[config.mk]
export PLATFORM = sky130hd
export DESIGN_NAME = diag_config_spi_regs
export DESIGN_NICKNAME = d
export VERILOG_FILES = /design/src/hdl/diag_cfg_pkg.sv /design/src/hdl/diag_config_spi_regs.sv /design/src/hdl/retry_timer.sv
export SDC_FILE = /design/constraint.sdc
export NUM_CORES = 1
export LEC_CHECK = 0
export BUFFER_PORTS_ARGS = -buffer_cell sky130_fd_sc_hd__buf_2
export CAP_MARGIN = 20
export CELL_PAD_IN_SITES_DETAIL_PLACEMENT = 0
export CELL_PAD_IN_SITES_GLOBAL_PLACEMENT = 2
export CORE_ASPECT_RATIO = 0.75
export CORE_UTILIZATION = 39
export CTS_CLUSTER_SIZE = 30
export DETAILED_ROUTE_END_ITERATION = 12
export PLACE_DENSITY = 0.87
export RECOVER_POWER = 25
export REMOVE_ABC_BUFFERS = 1
export SLEW_MARGIN = 20
export SYNTH_ARGS = -nofsm -noshare
export SYNTH_HDL_FRONTEND = slang
export SYNTH_SLANG_ARGS = --single-unit
[constraint.sdc]
create_clock -name clk_sys -period 8.15 [get_ports clk_sys]
set_clock_uncertainty 0.1 [all_clocks]
set_input_delay 1.63 -clock clk_sys [delete_from_list [all_inputs] [get_ports clk_sys]]
set_output_delay 1.63 -clock clk_sys [all_outputs]
set_load 0.02 [all_outputs]
[src/hdl/diag_cfg_pkg.sv]
// Constants and types for the battery-short configuration block
package diag_cfg_pkg;
    localparam int frame_width = 32;
    localparam int rw_bit = 31;
    localparam int sel_msb = 30;
    localparam int sel_lsb = 24;
    localparam logic [6:0] sel_config_low = 7'h02;
    localparam logic [6:0] sel_config_high = 7'h03;
    localparam int channels = 8;
    localparam int channels_per_word = 4;
    localparam int field_stride = 6;
    localparam int thr_width = 2;
    localparam int retry_width = 4;
    // Threshold sits above retry inside each 6-bit slot; slot 0 is topmost
    localparam int thr_lsb_in_slot = 4;
    localparam int retry_lsb_in_slot = 0;
    localparam int top_slot_lsb = 18;
    localparam logic [1:0] thr_reset = 2'h3;
    localparam logic [3:0] retry_reset = 4'hf;
    localparam int retry_scale = 16;
    localparam int retry_count_width = 8;

    typedef struct packed {
        logic [1:0] threshold;
        logic [3:0] retry;
    } channel_cfg_t;

    typedef struct packed {
        logic valid;
        logic [31:0] data;
    } frame_t;
endpackage

[src/hdl/diag_config_spi_regs.sv]
// Battery-short configuration words reached by 32-bit serial frames
//
// What this block does
// - Bit 31 is read (0) or write (1) and selector 0x02 addresses channels zero to three.
// - Selector 0x03 addresses the word for channels four to seven.
// - Each channel has a 2-bit threshold at 23:22, 17:16, 11:10, 5:4 (0.7 to 1.3 V).
// - Every threshold resets to code 11, the highest.
// - Each channel has a 4-bit retry field at 21:18, 15:12, 9:6, 3:0.
// - After a battery short a channel retries after 16 times its retry field in PWM periods.
// - Every retry field resets to all ones, 240 PWM periods.
// - The upper word uses the same layout, channel four topmost, seven lowest.
// - The answer has bit 31 clear, the same selector and the stored settings.
`timescale 1ns/1ps
module diag_config_spi_regs
    import diag_cfg_pkg::*;
(
    // Clock and reset
    input wire logic clk_sys,
    input wire logic rst,
    // Received frame, one-cycle valid
    input wire frame_t rx_frame,
    // Answer frame, one-cycle valid
    output frame_t tx_frame,
    // Channel timing and faults
    input wire logic pwm_period,
    input wire logic [channels-1:0] battery_short_fault,
    // Settings to the comparators and retry results
    output logic [channels*thr_width-1:0] battery_short_threshold,
    output logic [channels-1:0] battery_short_retry,
    output logic [channels-1:0] battery_short_waiting
);
    channel_cfg_t cfg [channels];
    channel_cfg_t next_cfg [channels];
    logic [6:0] sel;
    logic is_low;
    logic is_high;
    logic is_write;
    logic write_low;
    logic write_high;
    logic [23:0] stored_low;
    logic [23:0] stored_high;
    logic [channels-1:0] retry_now;
    logic [channels-1:0] waiting;

    assign sel = rx_frame.data[sel_msb:sel_lsb];
    assign is_low = rx_frame.valid && sel == sel_config_low;
    assign is_high = rx_frame.valid && sel == sel_config_high;
    assign is_write = rx_frame.data[rw_bit];
    assign write_low = is_low && is_write;
    assign write_high = is_high && is_write;

    function automatic logic [23:0] pack_word(input int base);
        logic [23:0] w;
        w = '0;
        for (int i = 0; i < channels_per_word; i++) begin
            w[top_slot_lsb - i*field_stride +: field_stride] = cfg[base+i];
        end
        return w;
    endfunction

    always_comb begin
        stored_low = pack_word(0);
        stored_high = pack_word(channels_per_word);
    end

    always_comb begin
        for (int c = 0; c < channels; c++) begin
            next_cfg[c] = cfg[c];
        end
        for (int i = 0; i < channels_per_word; i++) begin
            if (write_low) begin
                next_cfg[i] = rx_frame.data[top_slot_lsb - i*field_stride +: field_stride];
            end
            if (write_high) begin
                next_cfg[channels_per_word + i] =
                    rx_frame.data[top_slot_lsb - i*field_stride +: field_stride];
            end
        end
    end

    always_ff @(posedge clk_sys or posedge rst) begin
        if (rst) begin
            for (int c = 0; c < channels; c++) begin
                cfg[c] <= '{threshold: thr_reset, retry: retry_reset};
            end
        end else begin
            for (int c = 0; c < channels; c++) begin
                cfg[c] <= next_cfg[c];
            end
        end
    end

    // answer with settings before the write
    always_ff @(posedge clk_sys or posedge rst) begin
        if (rst) begin
            tx_frame <= '0;
        end else begin
            tx_frame.valid <= is_low || is_high;
            tx_frame.data <= {1'b0, sel, is_high ? stored_high : stored_low};
        end
    end

    always_ff @(posedge clk_sys or posedge rst) begin
        if (rst) begin
            battery_short_threshold <= {channels{thr_reset}};
        end else begin
            for (int c = 0; c < channels; c++) begin
                battery_short_threshold[c*thr_width +: thr_width] <= cfg[c].threshold;
            end
        end
    end

    always_ff @(posedge clk_sys or posedge rst) begin
        if (rst) begin
            battery_short_retry <= '0;
        end else begin
            battery_short_retry <= retry_now;
        end
    end

    always_ff @(posedge clk_sys or posedge rst) begin
        if (rst) begin
            battery_short_waiting <= '0;
        end else begin
            battery_short_waiting <= waiting;
        end
    end

    retry_timer u_timer_0 (
        .clk_sys(clk_sys),
        .rst(rst),
        .pwm_period(pwm_period),
        .fault(battery_short_fault[0]),
        .retry(cfg[0].retry),
        .retry_now(retry_now[0]),
        .waiting(waiting[0])
    );

    retry_timer u_timer_1 (
        .clk_sys(clk_sys),
        .rst(rst),
        .pwm_period(pwm_period),
        .fault(battery_short_fault[1]),
        .retry(cfg[1].retry),
        .retry_now(retry_now[1]),
        .waiting(waiting[1])
    );

    retry_timer u_timer_2 (
        .clk_sys(clk_sys),
        .rst(rst),
        .pwm_period(pwm_period),
        .fault(battery_short_fault[2]),
        .retry(cfg[2].retry),
        .retry_now(retry_now[2]),
        .waiting(waiting[2])
    );

    retry_timer u_timer_3 (
        .clk_sys(clk_sys),
        .rst(rst),
        .pwm_period(pwm_period),
        .fault(battery_short_fault[3]),
        .retry(cfg[3].retry),
        .retry_now(retry_now[3]),
        .waiting(waiting[3])
    );

    retry_timer u_timer_4 (
        .clk_sys(clk_sys),
        .rst(rst),
        .pwm_period(pwm_period),
        .fault(battery_short_fault[4]),
        .retry(cfg[4].retry),
        .retry_now(retry_now[4]),
        .waiting(waiting[4])
    );

    retry_timer u_timer_5 (
        .clk_sys(clk_sys),
        .rst(rst),
        .pwm_period(pwm_period),
        .fault(battery_short_fault[5]),
        .retry(cfg[5].retry),
        .retry_now(retry_now[5]),
        .waiting(waiting[5])
    );

    retry_timer u_timer_6 (
        .clk_sys(clk_sys),
        .rst(rst),
        .pwm_period(pwm_period),
        .fault(battery_short_fault[6]),
        .retry(cfg[6].retry),
        .retry_now(retry_now[6]),
        .waiting(waiting[6])
    );

    retry_timer u_timer_7 (
        .clk_sys(clk_sys),
        .rst(rst),
        .pwm_period(pwm_period),
        .fault(battery_short_fault[7]),
        .retry(cfg[7].retry),
        .retry_now(retry_now[7]),
        .waiting(waiting[7])
    );
endmodule

[src/hdl/retry_timer.sv]
// Per-channel battery-short retry timer counted in PWM periods
`timescale 1ns/1ps
module retry_timer
    import diag_cfg_pkg::*;
(
    // Clock and reset
    input wire logic clk_sys,
    input wire logic rst,
    // Events
    input wire logic pwm_period,
    input wire logic fault,
    input wire logic [3:0] retry,
    // Result
    output logic retry_now,
    output logic waiting
);
    logic [retry_count_width-1:0] count;

    always_ff @(posedge clk_sys or posedge rst) begin
        if (rst) begin
            count <= '0;
            waiting <= 1'b0;
            retry_now <= 1'b0;
        end else begin
            retry_now <= 1'b0;
            if (fault && !waiting) begin
                count <= retry_count_width'({retry, 4'h0});
                waiting <= 1'b1;
            end else if (waiting && pwm_period) begin
                if (count <= retry_count_width'(1)) begin
                    waiting <= 1'b0;
                    retry_now <= 1'b1;
                end else begin
                    count <= count - retry_count_width'(1);
                end
            end else if (waiting && count == '0) begin
                waiting <= 1'b0;
                retry_now <= 1'b1;
            end
        end
    end
endmodule

Word-level counts from Yosys, hierarchy flattened
Index checks and enable logic that the tools add are counted.
{"block": "word_totals", "register_bits": 192, "in_bits": 44, "out_inout_bits": 65}
{"block": "op_classes", "add_sub_neg": 8, "magnitude_cmp": 8, "eq_ne": 18, "muxes": 89, "reduce_logical": 77}
{"op": "8-bit 2-to-1 mux", "count": 24}
{"op": "8-bit by 1-bit <= comparator with 1-bit output, second input constant", "count": 8}
{"op": "8-bit logical NOT", "count": 8}
{"op": "1-bit 2-to-1 mux", "count": 64}
{"op": "8-bit by 1-bit subtractor with 8-bit output, second input constant", "count": 8}
{"op": "2-bit AND reduction", "count": 16}
{"op": "1-bit logical AND", "count": 28}
{"op": "24-bit 2-to-1 mux", "count": 1}
{"op": "3-bit by 2-bit inequality test with 1-bit output, second input constant", "count": 8}
{"op": "3-bit nonzero test", "count": 8}
{"op": "2-bit by 1-bit inequality test with 1-bit output, second input constant", "count": 8}
{"op": "2-bit nonzero test", "count": 8}
{"op": "7-bit by 2-bit == test with 1-bit output, second input constant", "count": 2}
{"op": "1-bit logical NOT", "count": 8}
{"op": "1-bit logical OR", "count": 1}

Longest topological paths before layout
{"block": "depth", "depth_word": 5, "ltp_mapped": 7, "mapped_depth_nobuf": 6}

Modules after synthesis
From an unflattened synthesis, not the netlist that was laid out.
{"block": "unflattened", "cells_unflattened": 691, "hier_area_um2": 8314.2}
{"module": "diag_config_spi_regs", "n_inst": 1, "cells_per_inst": 201, "area_each_um2": 3846.2, "seq_area_each_um2": 2882.8}
{"module": "retry_timer at u_timer_0 ...", "n_inst": 5, "cells_per_inst": 62, "area_each_um2": 561.8, "seq_area_each_um2": 250.2}
{"module": "retry_timer at u_timer_5 ...", "n_inst": 3, "cells_per_inst": 60, "area_each_um2": 553.0, "seq_area_each_um2": 250.2}

Worst setup path after synthesis
OpenSTA, ideal clock, no wires.
{"block": "synth_path", "path_kind": "input-to-reg", "from": "in rx_frame[29] (netlist name)", "to": "reg cfg[27] (netlist name)", "setup_ns": 0.085, "arrival_time_ns": 2.860, "slack_ns": 5.105, "path_stages": 6, "n_path_buf": 2, "cell_sequence": "nor4b_1 > and3_1 > buf_2 > nand3b_1 > buf_2 > mux2_1"}
{"block": "synth_between", "elab_chain_cells": 3}
{"element": "start: declaration", "line_no": "diag_config_spi_regs.sv:21", "rtl": "input wire frame_t rx_frame,"}
{"element": "7-bit by 2-bit == test with 1-bit output", "line_no": "diag_config_spi_regs.sv:46", "rtl": "assign is_low = rx_frame.valid && sel == sel_config_low;"}
{"element": "1-bit logical AND", "line_no": "diag_config_spi_regs.sv:46"}
{"element": "1-bit logical AND", "line_no": "diag_config_spi_regs.sv:49", "rtl": "assign write_low = is_low && is_write;"}
{"element": "end signal: indexed assignment", "line_no": "diag_config_spi_regs.sv:84", "rtl": "cfg[c] <= '{threshold: thr_reset, retry: retry_reset};"}
{"element": "end signal: indexed assignment", "line_no": "diag_config_spi_regs.sv:88", "rtl": "cfg[c] <= next_cfg[c];"}
{"element": "end: declaration", "line_no": "diag_config_spi_regs.sv:32", "rtl": "channel_cfg_t cfg [channels];"}
Every way passes these cells.
A chain may end at the register's enable or synchronous reset.

Final worst setup path
{"block": "layout_path", "from": "in pwm_period", "to": "reg u_timer_3.count[3]"}
{"block": "layout_between", "elab_chain_cells": 3}
{"element": "start: declaration", "line_no": "diag_config_spi_regs.sv:25", "rtl": "input wire logic pwm_period,"}
{"element": "1-bit logical AND", "line_no": "retry_timer.sv:29", "rtl": "end else if (waiting && pwm_period) begin"}
{"element": "2-bit nonzero test (no line)"}
{"element": "2-bit AND reduction (no line)"}
{"element": "end signal: assignment", "line_no": "retry_timer.sv:27", "rtl": "count <= retry_count_width'({retry, 4'h0});"}
{"element": "end signal: assignment", "line_no": "retry_timer.sv:34", "rtl": "count <= count - retry_count_width'(1);"}
{"element": "end: declaration", "line_no": "retry_timer.sv:17", "rtl": "logic [retry_count_width-1:0] count;"}
Every way passes these cells.

==> key figures <==
STA
  – Final setup vio count: 0
  – Final Cycle Share: 0.376
  – Total negative slack: 0 ns
  – RSZ-0062 raised after global routing: false
  – Fin crit period: 3.07 ns
  – Least-Margin Pin Slew: 0.909 ns
  – Slew Viols, Final: 0
  – Fin. Hold Viols: 0
  – Worst slew margin: 0.394
  – Fmax: 326 MHz

Logic synthesis
  – Share of the yosys chip area belonging to registers: 0.595
  – Synth Area in XOR/XNOR: 0.00320
  – Count leader, synth: dfrtp_1
  – Gate Count Post-Synth: 656
  – Netlist cell types: 63
  – Top post-synthesis cells by area: dfrtp_1, dfstp_2, mux2_2
  – Mux share of post-synthesis cell area: 0.122
  – Syn avg cell area: 12.5 um2
  – EDFF count, synth: 0
  – Synthesized area: 8210 um2
  – Largest family of logic cells by synthesized area: simple AND/OR/NAND/NOR gates
  – Synth top area share: 0.390
  – Yosys synthesis warning count: 0
  – Post-synthesis adder-cell area fraction: 0.0244
  – Flops & latches, synth: 192
  – Synth top cells by count: dfrtp_1, dfstp_2, mux2_2, nand2_1, nor2_1
  – Main flop type after synthesis: dfrtp_1
  – Simple-Gate Fraction of Synth Area: 0.139
  – Synth Area in Compound Gates: 0.0951
  – Area leader, netlist: dfrtp_1
  – Async SR Flop Fraction: 1.00

Power
  – Power Total: 3.07 mW
  – PwrDens: 320 nW/um2
  – Lkg Pwr: 4.46 nW
  – Worst VDD drop: 0.000129 V

Routing
  – Via count: 5535
  – DRC viols: 0
  – DRT iter0 DRCs: 409
  – Vias/cell: 5.19
  – DR WL/cell: 16.3 um
  – Routed Antenna Nets: 0
  – 1st-pass router iterations: 7
  – Post-Route WL: 17.4 mm

Setup path
  – CP required: 8.36 ns
  – R2R depth: 6
  – Worst EP arrival: 3.28 ns
  – R2R Path Start: u_timer_3.count[0]
  – Critical Path Sink: u_timer_3.count[3]
  – Worst Setup Path Type: in -> reg
  – Startpoint Class: input pin
  – Crit. End Element: flop
  – Critical path origin: pwm_period
  – R2R Setup Slk: 5.99 ns
  – Reg-to-reg endpoint: u_timer_3.count[3]
  – Maximum fanout along the worst path: 29

Clocking
  – Insertion delay to the later sink of the worst-skew pair: 0.44 ns
  – Hold buffer count at CTS: 0
  – CTS root buf: clkbuf_16
  – Num CTS Buffers: 17
  – Maximum clock insertion buffer count: 2
  – CTS tree: yes
  – Clk slew on worst S/H paths: 0.07 ns
  – Postcts setup bufs: 0
  – H-tree levels: 4
  – CTS sink cnt: 192
  – # resized after CTS: 0

Floorplan
  – CORE AREA: 20400 um2
  – DIE WIDTH: 170 um
  – Die Y: 128 um
  – Ports: 109
  – Initial core utilization: 0.402
  – Row cnt: 45
  – Die footprint: 21600 um2

Placed design
  – GPL Wtd Cong: 0.856
  – Port bufs: 107
  – DP HPWL: 11.8 mm

Global route
  – Initial antenna violation count: 0
  – Grt ovf: 0
  – Total GRT Usage: 0.170
  – Vias in the first global route: 5475
  – Pin count of the biggest net entering global routing: 119
  – First-pass GRT wire length: 28.5 mm

Run
  – Max_cap viols: 0

Final layout
  – Nets: 831
  – Top flop regs: cfg x48, tx_frame x32, battery_short_threshold x16
  – Area grow syn2layout: 17.1%
  – Max reg flops: 48
  – Ant diodes: 0
  – Biggest register: cfg
  – Final Util: 0.470
  – Share of post-route cells with drive strength above 1: 0.338

Outcome
  – Status: finished clean

Worst hold path
  – Worst Hold Class: reg -> reg
  – Hold-critical path depth: 0
-- layer usage --
layer	share of wire	GRT usage	routed length [um]	up-vias
li1	-	-	-	2620
met1	0.49	0.240	8470	2776
met2	0.46	0.256	7980	123
met3	0.043	0.0418	746	16
met4	0.0096	0.0530	166	0
met5	0	0	0	-
-- critical path: stages --
cell     delay (ns)
buf_2          0.52
nand2_1        0.21
a31o_2         0.32
or4_1          0.44
mux2i_1        0.14
-- stage by stage --
step                      hold slack, ns  setup slack [ns]  instances  instance area, um2
after global routing               0.256              4.91       1066                9610
after detailed placement           0.236              4.51       1034                9060
after CTS                          0.252              4.98       1066                9610
after floorplan                    0.231              1.30        641                8130
after global placement             0.234              4.59       1034                9060
final                              0.248              5.08       1066                9610
-- how the worst min path moves through the flow --
stage	startpoint	end	slack (ns)
3_3_place_gp	u_timer_1.retry_now	battery_short_retry[1]	0.23
4_1_cts	u_timer_3.retry_now	battery_short_retry[3]	0.25
5_1_grt	u_timer_3.retry_now	battery_short_retry[3]	0.26
2_1_floorplan	u_timer_0.retry_now	battery_short_retry[0]	0.23
6_report	u_timer_7.retry_now	battery_short_retry[7]	0.25
3_5_place_dp	u_timer_3.retry_now	battery_short_retry[3]	0.24
-- where the power goes --
part           switching [mW]  internal [mW]  total (mW)
clock                   0.364          0.431       0.795
sequential              0.217           1.19        1.40
combinational           0.507          0.366       0.873
-- cell type report --
cell class	instances	area, um2
Clock buffer	20	447
Inverter	25	101
Fill cell	1839	10800
Multi-Input combinational cell	424	3150
Timing Repair Buffer	111	561
Tap cell	282	353
Clock inverter	12	111
Sequential cell	192	4880
-- cells by family after synthesis --
logic type,after synthesis
AND/OR/NAND/NOR,210
flip-flops,192
adder cells (fa/ha/maj),16
multiplexers,91
buffers and inverters,40
other,1
AO/OA/AOI/OAI,103
XOR/XNOR,3
-- placed cells by master, fill, tap and decap left out, drive strengths merged, types with 4 or more instances in the layout --
| cell type | netlist | layout |
|---|---|---|
| inv | 25 | 28 |
| nand4 | 4 | 4 |
| o211ai | 9 | 9 |
| a32oi | 4 | 4 |
| dfrtp | 128 | 128 |
| a21oi | 18 | 18 |
| or4 | 11 | 11 |
| or2 | 9 | 9 |
| a31oi | 4 | 4 |
| dfstp | 64 | 64 |
| or3 | 11 | 11 |
| nand2 | 41 | 41 |
| mux2 | 73 | 73 |
| nand3 | 28 | 28 |
| clkinv | 0 | 5 |
| nor3 | 16 | 16 |
| o31ai | 8 | 8 |
| mux2i | 18 | 18 |
| clkbuf | 3 | 24 |
| and3 | 7 | 7 |
| nor4b | 6 | 6 |
| ha | 16 | 16 |
| nor2b | 9 | 9 |
| o311ai | 9 | 9 |
| o21ai | 24 | 24 |
| and3b | 4 | 4 |
| nor2 | 37 | 37 |
| nor4 | 7 | 7 |
| o32ai | 4 | 4 |
| buf | 12 | 107 |
| nand2b | 8 | 8 |
Power figures use the tool's default switching activity.
